**config.mk**
```make
export PLATFORM = sky130hd
export DESIGN_NAME = ctt_charge_timer
export DESIGN_NICKNAME = d
export VERILOG_FILES = /design/src/ctt_pkg.sv /design/src/ctt_charge_timer.sv
export SDC_FILE = /design/constraint.sdc
export NUM_CORES = 1
export LEC_CHECK = 0
export BUFFER_PORTS_ARGS = -buffer_cell sky130_fd_sc_hd__clkbuf_2
export CAP_MARGIN = 20
export CORE_MARGIN = 8
export CORE_UTILIZATION = 25
export CTS_CLUSTER_DIAMETER = 60
export DETAILED_ROUTE_END_ITERATION = 8
export GPL_TIMING_DRIVEN = 0
export SYNTH_ARGS = -nofsm -noshare
export SYNTH_HDL_FRONTEND = slang
export SYNTH_SLANG_ARGS = --single-unit
```
**constraint.sdc**
```tcl
create_clock -name clk -period 3.66 [get_ports clk]
set_clock_uncertainty 0.15 [all_clocks]
set_input_delay 0.549 -clock clk [delete_from_list [all_inputs] [get_ports clk]]
set_output_delay 0.549 -clock clk [all_outputs]
set_load 0.05 [all_outputs]
```
**src/ctt_pkg.sv**
```systemverilog
// shared constants and types plus the bypassable divider leaf
package ctt_pkg;
   localparam int CLK_PERIOD_NS  = 50;
   // nominal oscillator period that makes 2^34 ticks come to 283 minutes
   localparam int OSC_PERIOD_NS  = 988;
   localparam int OSC_DIV        = (OSC_PERIOD_NS / CLK_PERIOD_NS < 1) ? 1 :
                                   OSC_PERIOD_NS / CLK_PERIOD_NS;
   localparam int PRE_W          = 5;
   localparam int CHAIN_W        = 35;
   localparam int CHAIN_STAGES   = 34;
   localparam int LIMIT_LSB      = 31;
   localparam int SW1_SKIP       = 19;
   localparam int SW2_SKIP       = 11;
   localparam int GATE_SKIP      = 5;
   localparam int HOLD_SKIP      = 11;
   localparam int GATE_PERIOD_MS = 1380;
   localparam int HOLDOFF_S      = 177;
   localparam int GATE_TICKS     = int'(longint'(GATE_PERIOD_MS) * 64'd1000000
                                        / OSC_PERIOD_NS);
   localparam int HOLDOFF_TICKS  = int'(longint'(HOLDOFF_S) * 64'd1000000000
                                        / OSC_PERIOD_NS);
   localparam int GATE_W         = 21;
   localparam int HOLD_W         = 28;
   localparam logic [CHAIN_W-1:0] STEP_NORM = 35'h000000001;
   localparam logic [CHAIN_W-1:0] STEP_SW1  = 35'h000080000;
   localparam logic [CHAIN_W-1:0] STEP_SW2  = 35'h000000800;
   localparam logic [2:0]         SEL_OFF   = 3'h0;

   // comparator flags as delivered by the analogue front end
   typedef struct packed {
      logic       batt_low;
      logic       batt_window;
      logic       tsel0_neg;
      logic       temp_bias;
      logic       uvlo;
      logic [2:0] tsel;
   } ctt_flags_t;

   typedef enum logic [1:0] {
      CTT_FAST    = 2'b00,
      CTT_TRICKLE = 2'b01
   } ctt_state_t;
endpackage : ctt_pkg

`timescale 1ns/1ps
module ctt_skip_div #(
   parameter int W        = 21,
   parameter int TC       = 1000,
   parameter int SKIP     = 5,
   parameter bit PERIODIC = 1'b1
) (
   input  wire logic clk,
   input  wire logic rst_n,
   input  wire logic clr,
   input  wire logic tick,
   input  wire logic bypass,
   output logic      done_r
);
   logic [W-1:0] cnt_r;
   logic [W-1:0] step;
   logic [W:0]   sum;

   assign step = bypass ? W'(1 << SKIP) : W'(1);
   assign sum  = {1'b0, cnt_r} + {1'b0, step};

   always_ff @(posedge clk) begin
      if (!rst_n || clr) begin
         cnt_r  <= '0;
         done_r <= 1'b0;
      end else if (PERIODIC) begin
         done_r <= 1'b0;
         if (tick) begin
            if (sum >= (W+1)'(TC)) begin
               cnt_r  <= '0;
               done_r <= 1'b1;
            end else begin
               cnt_r <= sum[W-1:0];
            end
         end
      end else if (tick && !done_r) begin
         if (sum >= (W+1)'(TC)) begin
            done_r <= 1'b1;
         end else begin
            cnt_r <= sum[W-1:0];
         end
      end
   end
endmodule : ctt_skip_div

```
**src/ctt_charge_timer.sv**
```systemverilog
// backup charge timer chain with test bypass switches
`timescale 1ns/1ps
// Behaviour
// - 34-stage chain, longest limit 283 minutes
// - switch one skips 19 stages
// - battery low enables switch one
// - test limits expire in milliseconds
// - fast output falls at limit in test
// - low pack still falls back to trickle
// - switch two skips 11 stages
// - switch two needs low and negative bit0
// - switch two expiry 2.07 s to 8.29 s
// - section A speeds gate 32 times
// - section B speeds holdoff 2048 times
// - negative bit0 enables sections A, B
// - gate period 1.38 s to 43 ms
// - holdoff 177 s to 86 ms
// - three pins select seven limits
// - expiry latches trickle until reset pulse
// - window entry resets timer, goes fast
// - undervoltage holds trickle and timer reset
module ctt_charge_timer
   import ctt_pkg::*;
#(
   parameter int GATE_TICKS_P    = ctt_pkg::GATE_TICKS,
   parameter int HOLDOFF_TICKS_P = ctt_pkg::HOLDOFF_TICKS,
   parameter int OSC_DIV_P       = ctt_pkg::OSC_DIV
) (
   input  wire logic             clk,
   input  wire logic             rst_n,
   input  wire ctt_pkg::ctt_flags_t flags_in,
   output logic                  fast_trickle_output_r,
   output logic                  sense_sample_gate_output,
   output logic                  timer_reset_pulse_r,
   output logic                  holdoff_done
);
   import ctt_pkg::*;

   ctt_flags_t           sync1_r;
   ctt_flags_t           sync2_r;
   ctt_flags_t           prev_r;
   logic [PRE_W-1:0]     pre_r;
   logic                 tick_r;
   logic [CHAIN_W-1:0]   chain_r;
   logic [CHAIN_W-1:0]   step;
   logic                 sw1;
   logic                 sw2;
   logic                 sec_ab;
   logic                 timer_en;
   logic [3:0]           limit_units;
   logic                 expired;
   logic                 tmr_clr;
   logic                 rst_event;
   ctt_state_t           state_r;

   always_ff @(posedge clk) begin
      if (!rst_n) begin
         sync1_r <= '0;
         sync2_r <= '0;
         prev_r  <= '0;
      end else begin
         sync1_r <= flags_in;
         sync2_r <= sync1_r;
         prev_r  <= sync2_r;
      end
   end

   // oscillator tick prescaler
   always_ff @(posedge clk) begin
      if (!rst_n) begin
         pre_r  <= '0;
         tick_r <= 1'b0;
      end else if (pre_r == PRE_W'(OSC_DIV_P - 1)) begin
         pre_r  <= '0;
         tick_r <= 1'b1;
      end else begin
         pre_r  <= pre_r + PRE_W'(1);
         tick_r <= 1'b0;
      end
   end

   assign sw1    = sync2_r.batt_low;
   assign sw2    = sync2_r.batt_low && sync2_r.tsel0_neg;
   // sections A and B on bias alone
   assign sec_ab = sync2_r.tsel0_neg;

   assign step = sw2 ? STEP_SW2 : (sw1 ? STEP_SW1 : STEP_NORM);

   assign timer_en    = !sync2_r.temp_bias && (sync2_r.tsel != SEL_OFF);
   assign limit_units = {1'b0, sync2_r.tsel} + 4'h1;
   assign expired     = timer_en && (chain_r[CHAIN_W-1:LIMIT_LSB] >= limit_units);

   assign rst_event = (sync2_r.batt_window && !prev_r.batt_window)
                   || (sync2_r.batt_low && !prev_r.batt_low)
                   || (!sync2_r.uvlo && prev_r.uvlo);
   assign tmr_clr   = rst_event || sync2_r.uvlo;

   always_ff @(posedge clk) begin
      if (!rst_n) begin
         timer_reset_pulse_r <= 1'b0;
      end else begin
         timer_reset_pulse_r <= rst_event;
      end
   end

   always_ff @(posedge clk) begin
      if (!rst_n || tmr_clr) begin
         chain_r <= '0;
      end else if (tick_r && !expired) begin
         chain_r <= chain_r + step;
      end
   end

   always_ff @(posedge clk) begin
      if (!rst_n) begin
         state_r <= CTT_TRICKLE;
      end else begin
         case (state_r)
            CTT_FAST: begin
               if (expired && !rst_event) begin
                  state_r <= CTT_TRICKLE;
               end
            end
            CTT_TRICKLE: begin
               if (rst_event && !sync2_r.uvlo) begin
                  state_r <= CTT_FAST;
               end
            end
            default: begin
               state_r <= CTT_TRICKLE;
            end
         endcase
      end
   end

   always_ff @(posedge clk) begin
      if (!rst_n) begin
         fast_trickle_output_r <= 1'b0;
      end else begin
         fast_trickle_output_r <= (state_r == CTT_FAST) && !expired && !sync2_r.uvlo
                                  && (sync2_r.batt_window || sync2_r.batt_low);
      end
   end

   ctt_skip_div #(
      .W        (GATE_W),
      .TC       (GATE_TICKS_P),
      .SKIP     (GATE_SKIP),
      .PERIODIC (1'b1)
   ) u_gate (
      .clk    (clk),
      .rst_n  (rst_n),
      .clr    (sync2_r.uvlo),
      .tick   (tick_r),
      .bypass (sec_ab),
      .done_r (sense_sample_gate_output)
   );

   ctt_skip_div #(
      .W        (HOLD_W),
      .TC       (HOLDOFF_TICKS_P),
      .SKIP     (HOLD_SKIP),
      .PERIODIC (1'b0)
   ) u_hold (
      .clk    (clk),
      .rst_n  (rst_n),
      .clr    (tmr_clr),
      .tick   (tick_r),
      .bypass (sec_ab),
      .done_r (holdoff_done)
   );
endmodule : ctt_charge_timer

```
## After elaboration in Yosys (flattened, before gate mapping)

Cells that the tools add are included.

- Register bits after elaboration: 115
- Input bits: 10

- Add/sub/neg operators: 5
- $lt $le $gt $ge: 3
- Equal/unequal tests: 4
- Mux-type cells: 10
- Bitwise logic cells: 3
- Reduce and logical (&&, ||, !) cells: 34

Operators with widths:

| kind | number |
|---|---|
| $mux 20 | 2 |
| $add 35x20->35 | 1 |
| $add 28x28->29 | 1 |
| $ge 29x28->1 const B | 1 |
| $add 21x21->22 | 1 |
| $ge 22x21->1 const B | 1 |
| $mux 21 | 1 |
| $logic_and 1x1->1 | 13 |
| $mux 12 | 1 |
| $logic_not 1->1 | 8 |
| $logic_or 1x1->1 | 6 |
| $mux 6 | 1 |
| $reduce_and 2->1 | 3 |
| $add 5x1->5 const B | 1 |
| $eq 5x5->1 const B | 1 |
| $add 3x1->4 const B | 1 |
| $ge 4x4->1 | 1 |
| $mux 2 | 2 |
| $ne 2x2->1 const B | 2 |
| $pmux 2 s2 | 1 |
| $reduce_or 2->1 | 2 |
| $not 1->1 | 3 |
| $reduce_bool 3->1 | 1 |
| $eq 2x1->1 const B | 1 |
| 2 further kinds | 3 |

## Longest topological paths before layout

- Depth after elaboration: 8
- Depth in mapped cells: 14

## Hierarchy

From an unflattened synthesis, not the netlist that was laid out.

- Cell total of the unflattened synthesis: 835
- Area total of the unflattened synthesis: 6814.0 um2

By module, submodules not included:

| module | instances | cells an instance | area an instance (um2) | seq. area each (um2) |
|---|---|---|---|---|
| ctt_charge_timer | 1 | 322 | 2922.8 | 1261.2 |
| ctt_skip_div at u_hold | 1 | 302 | 2285.9 | 580.6 |
| ctt_skip_div at u_gate | 1 | 211 | 1605.3 | 440.4 |

## Worst setup path before layout

OpenSTA, ideal clock, no wires.

- Path kind: reg2reg
- Start: reg sync2_r, in the netlist sec_ab
- End: reg u_hold.cnt_r[2]
- Arrival: 3175 ps
- Setup slack: 219 ps
- Stages on the path, launching flop included: 13
- Path buffers: 1
- Clock period less this slack: 3441 ps
- Path through: dfxtp_1 inv_1 ha_1 ha_1 and4_1 a41oi_1 nor3b_2 nor3_1 a31oi_1 nor4_2 a211oi_2 buf_4 a31o_2

- Word-level cells in the longest chain between the ends: 5

Ends and longest elaborated chain:

| element | line | source |
|---|---|---|
| from (decl) | ctt_charge_timer.sv:40 | `ctt_flags_t sync2_r;` |
| from (signal assigned) | ctt_charge_timer.sv:63 | `sync2_r <= sync1_r;` |
| $mux 12 * | ctt_pkg.sv:63 | `assign step = bypass ? W'(1 << SKIP) : W'(1);` |
| $add 28x28->29 * | ctt_pkg.sv:64 | `assign sum = {1'b0, cnt_r} + {1'b0, step};` |
| $ge 29x28->1 | ctt_pkg.sv:81 | `if (sum >= (W+1)'(TC)) begin` |
| $not 1->1 (no source line) | - |  |
| $reduce_and 2->1 (no source line) | - |  |
| to (signal assigned) | ctt_pkg.sv:77 | `cnt_r <= sum[W-1:0];` |
| to (signal assigned) | ctt_pkg.sv:84 | `cnt_r <= sum[W-1:0];` |
| to (decl) | ctt_pkg.sv:59 | `logic [W-1:0] cnt_r;` |

Every way passes the cells marked *; elsewhere a longest branch is shown, timed or not.
A chain may end at the register's enable or synchronous reset.

## Worst setup path in the final report

- Start: reg sync2_r, in the netlist sec_ab
- End: reg u_hold.cnt_r[10]

The elaborated chain is that of the path after synthesis.

==> impl_metrics.yaml <==
logic_synthesis:
  synth_top_family_by_area: "simple AND/OR/NAND/NOR gates"
  synth_simple_gate_area_share_pct: 28.8
  synth_edf_count: 0
  synthFlopType: "dfxtp_1"
  synth_compound_area_share_pct: 18.8
  synthCells: 767
  ys_types: 71
  muxShareOfSynthArea_pct: 0.954
  synth_fa_ha_area_share_pct: 3.58
  syn_nets: 795
  synthArstFlopShare_pct: 0
  avgSynthCellArea_sq_um: 8.20
  syn-cell-area_sq_um: 6290
  ys_seq_area_share_pct: 36.3
  ys_ff_latch: 114
  synth-xor-area-share_pct: 6.96
  yosysWarnings: 0
floorplan:
  core_area_sq_um: 25000
  fp.dieArea_sq_um: 30500
  start_util_pct: 25.2
  die_w_um: 175
  io_pins: 14
  fp.dieH_um: 175
  fp-row-count: 58
timing:
  setup_slack_ns: 0.0622
  final_max_slew_viol_count: 0
  hold_viol: 0
  min_period_ns: 3.60
  setup_tns_ns: 0
  worst_pin_slew_ns: 0.673
  finalSetupViolCount: 0
  relSlewSlack_pct: 55.1
  max_freq_mhz: 278
  fin_crit_sh_pct: 98.3
clock_tree:
  htreeDepth: 4
  root_buffer: "clkbuf_16"
  clockBufferDepth: 2
  ctsHoldBuffers: 0
  cts_tree: "yes"
  cts_num_sinks: 114
  numCtsBuffers: 17
  clk_pin_slew_worst_paths_ns: 0.05
  clkLatencyLatePin_ns: 0.42
cells_and_area:
  final_common_cell: "dfxtp_1"
  area_delta_synth_final_pct: 22.5
  multiInputGateArea_sq_um: 3980
  layout-drive-gt1-share_pct: 13.4
  seqCellArea_sq_um: 2290
  nets: 839
  fin_util_pct: 30.9
  final_cell_mix: "113 x dfxtp_1, 68 x nor2_1, 57 x nand2_1"
  antenna_cells: 0
  fillers: 2644
  final_cells: 1152
detailed_routing:
  detail_route.iter0.violations: 362
  avgRoutedWirePerCell_um: 13.9
  drtAntennaViolNets: 0
  dr.pass1.iters: 5
  drc: 0
  vias_per_cell: 5.06
  vias: 5824
  drt_wl_total_mm: 16.0
critical_path:
  arrival_ns: 3.79
  critPathLaunch: "sec_ab$_SDFF_PN0_"
  path_class: "flop to flop"
  r2r-start: "sec_ab$_SDFF_PN0_"
  r2r-end: "u_hold.cnt_r[10]$_SDFFE_PP0P_"
  path_cells: "ha_4 > nand4_4 > or4_4 > buf_4 > o211ai_1 > a211oi_1 > a311oi_2 > o21ai_2 > a211o_4 > or4_1 > a21oi_1"
  rr_worst_depth: 11
  crit_family: "compound AO/OA/AOI/OAI gates"
  startpoint_type: "flop"
  regToRegSetupSlack_ns: 0.06
  required_ns: 3.85
  crit_path_top_delay_cell: "or4_4"
  crit_end: "u_hold.cnt_r[10]$_SDFFE_PP0P_"
  endpoint_kind: "flop"
  cp.buffers_inverters: 1
  crit_fanout: 7
  cp.depth: 11
  critPathMaxStageDelay_ns: 0.53
place:
  routabilityCongestion: 0.840
  dp.cells: 1109
  hpwl_mm: 10.7
  port_buffers: 12
  post-place-ws_ns: -0.915
power:
  p_total_w: 0.00293
  p_seq_share_pct: 43.2
  max-vdd-ir-drop_uv: 318
  power.density_nw_per_um2: 380
  leakage_nw: 2.58
  switching_share_pct: 22.5
  p_clk_share_pct: 53.6
  p_int_w: 0.00227
  combinationalPowerShare_pct: 3.2
  p_sw_w: 0.000659
hold_path:
  whs_path_depth: 2
  holdCritStartpoint: "flags_in[4]"
  worstHoldPathType: "input port to flop"
global_routing:
  antenna_found_initial: 0
  grt_max_degree: 17
  grt_pass1_vias: 5441
  grt_util_all_layers_pct: 10.5
  grt_overflow: 0
  grt_first_pass_wirelength_mm: 26.7
run_status:
  status: "finished clean"
job:
  cap_viol_max_count: 0
[registers in the layout, summed over array words and instances (netlist names)]
register               count
chain_r                   35
fast_trickle_output_r      1
pre_r                      5
prev_r                     3
sec_ab                     1
state_r                    1
sw1                        1
sync1_r                    8
sync2_r                    6
tick_r                     1
timer_reset_pulse_r        1
u_gate.cnt_r              21
u_gate.done_r              1
u_hold.cnt_r              28
u_hold.done_r              1
[routing by layer]
metal / GRT usage (%) / vias to the layer above / part of all wire (%)
met5: 0 / - / 0
met4: 4.63 / 0 / 2.1
met3: 2.76 / 26 / 4.6
met2: 16.5 / 151 / 46
met1: 13.3 / 2756 / 48
li1: - / 2891 / -
[power by group through the flow]
stage | clock [W] | combinational, W | sequential, W
floorplan | 0 | 0.0000562 | 0.00129
detailed placement | 0 | 0.0000924 | 0.00129
CTS | 0.00160 | 0.0000932 | 0.00126
finish | 0.00157 | 0.0000927 | 0.00126
global route | 0.00166 | 0.000105 | 0.00126
global placement | 0 | 0.0000918 | 0.00129
[stage by stage]
| step | hold slack (ns) | area, sq um |
|---|---|---|
| 2_1_floorplan | 0.251 | 6290 |
| 6_report | 0.183 | 7710 |
| 3_5_place_dp | 0.271 | 6770 |
| 3_3_place_gp | 0.264 | 6770 |
| 4_1_cts | 0.165 | 7520 |
| 5_1_grt | 0.174 | 7710 |
[logic make-up (layout without fill, tap and decap cells)]
logic type | count (synthesis) | after routing
XOR/XNOR | 50 | 50
multiplexers | 6 | 6
adder cells (fa/ha/maj) | 18 | 18
AND/OR/NAND/NOR | 337 | 337
flip-flops | 114 | 114
AO/OA/AOI/OAI | 169 | 169
buffers and inverters | 73 | 128
[cell usage after synthesis (3+ instances only)]
| master | count | area (sq um) |
|---|---|---|
| a2111oi_0 | 3 | 26.3 |
| xor2_1 | 26 | 228 |
| and4_1 | 12 | 105 |
| a32o_1 | 16 | 160 |
| o22ai_1 | 3 | 18.8 |
| nor3_1 | 26 | 130 |
| clkbuf_1 | 34 | 128 |
| nor4_1 | 8 | 50.1 |
| a21oi_1 | 30 | 150 |
| mux2i_1 | 6 | 60.1 |
| and2_1 | 35 | 219 |
| o21ai_0 | 44 | 220 |
| dfxtp_1 | 114 | 2280 |
| a31oi_1 | 7 | 43.8 |
| buf_2 | 12 | 60.1 |
| nand4_1 | 20 | 125 |
| o211ai_1 | 10 | 75.1 |
| and3_1 | 13 | 81.3 |
| nand2b_1 | 5 | 31.3 |
| nor2_1 | 68 | 255 |
| or4_1 | 8 | 60.1 |
| nand2_1 | 58 | 218 |
| xnor2_1 | 24 | 210 |
| a211oi_1 | 9 | 67.6 |
| nand3b_1 | 4 | 30.0 |
| nor2b_1 | 8 | 50.1 |
| nand3_1 | 39 | 195 |
| ha_1 | 18 | 225 |
| or3_1 | 13 | 81.3 |
| a31o_2 | 4 | 35.0 |
| a41oi_1 | 3 | 26.3 |
| inv_1 | 22 | 82.6 |
| a21o_1 | 5 | 37.5 |
| nor3b_1 | 9 | 67.6 |
| o41ai_1 | 3 | 26.3 |
[cell type report]
type,count,area share [%]
clock buffers,19,5.62
clock inverters,11,1.51
flip-flops and latches,114,29.7
repair buffers,25,2.05
multi-input cells,580,51.7
inverters,23,1.12
well taps,330,5.36
plain buffers,50,3.02
[what timing repair did]
item | in CTS | in global routing
buffers inserted | 7 | 6
gates resized for setup | 28 | 36
cloned | 0 | 0
hold endpoints to repair | 0 | 0
setup endpoints to repair | 45 | 40
pin swaps | 5 | 6
[worst min-delay path by stage]
stage          slack, ns                          endpoint
2_1_floorplan       0.25  fast_trickle_output_r$_SDFF_PN0_
3_3_place_gp        0.26             sync2_r[0]$_SDFF_PN0_
3_5_place_dp        0.27             sync2_r[0]$_SDFF_PN0_
4_1_cts             0.16             sync1_r[2]$_SDFF_PN0_
5_1_grt             0.17             sync1_r[0]$_SDFF_PN0_
6_report            0.18             sync1_r[4]$_SDFF_PN0_
Power figures use the tool's default switching activity.
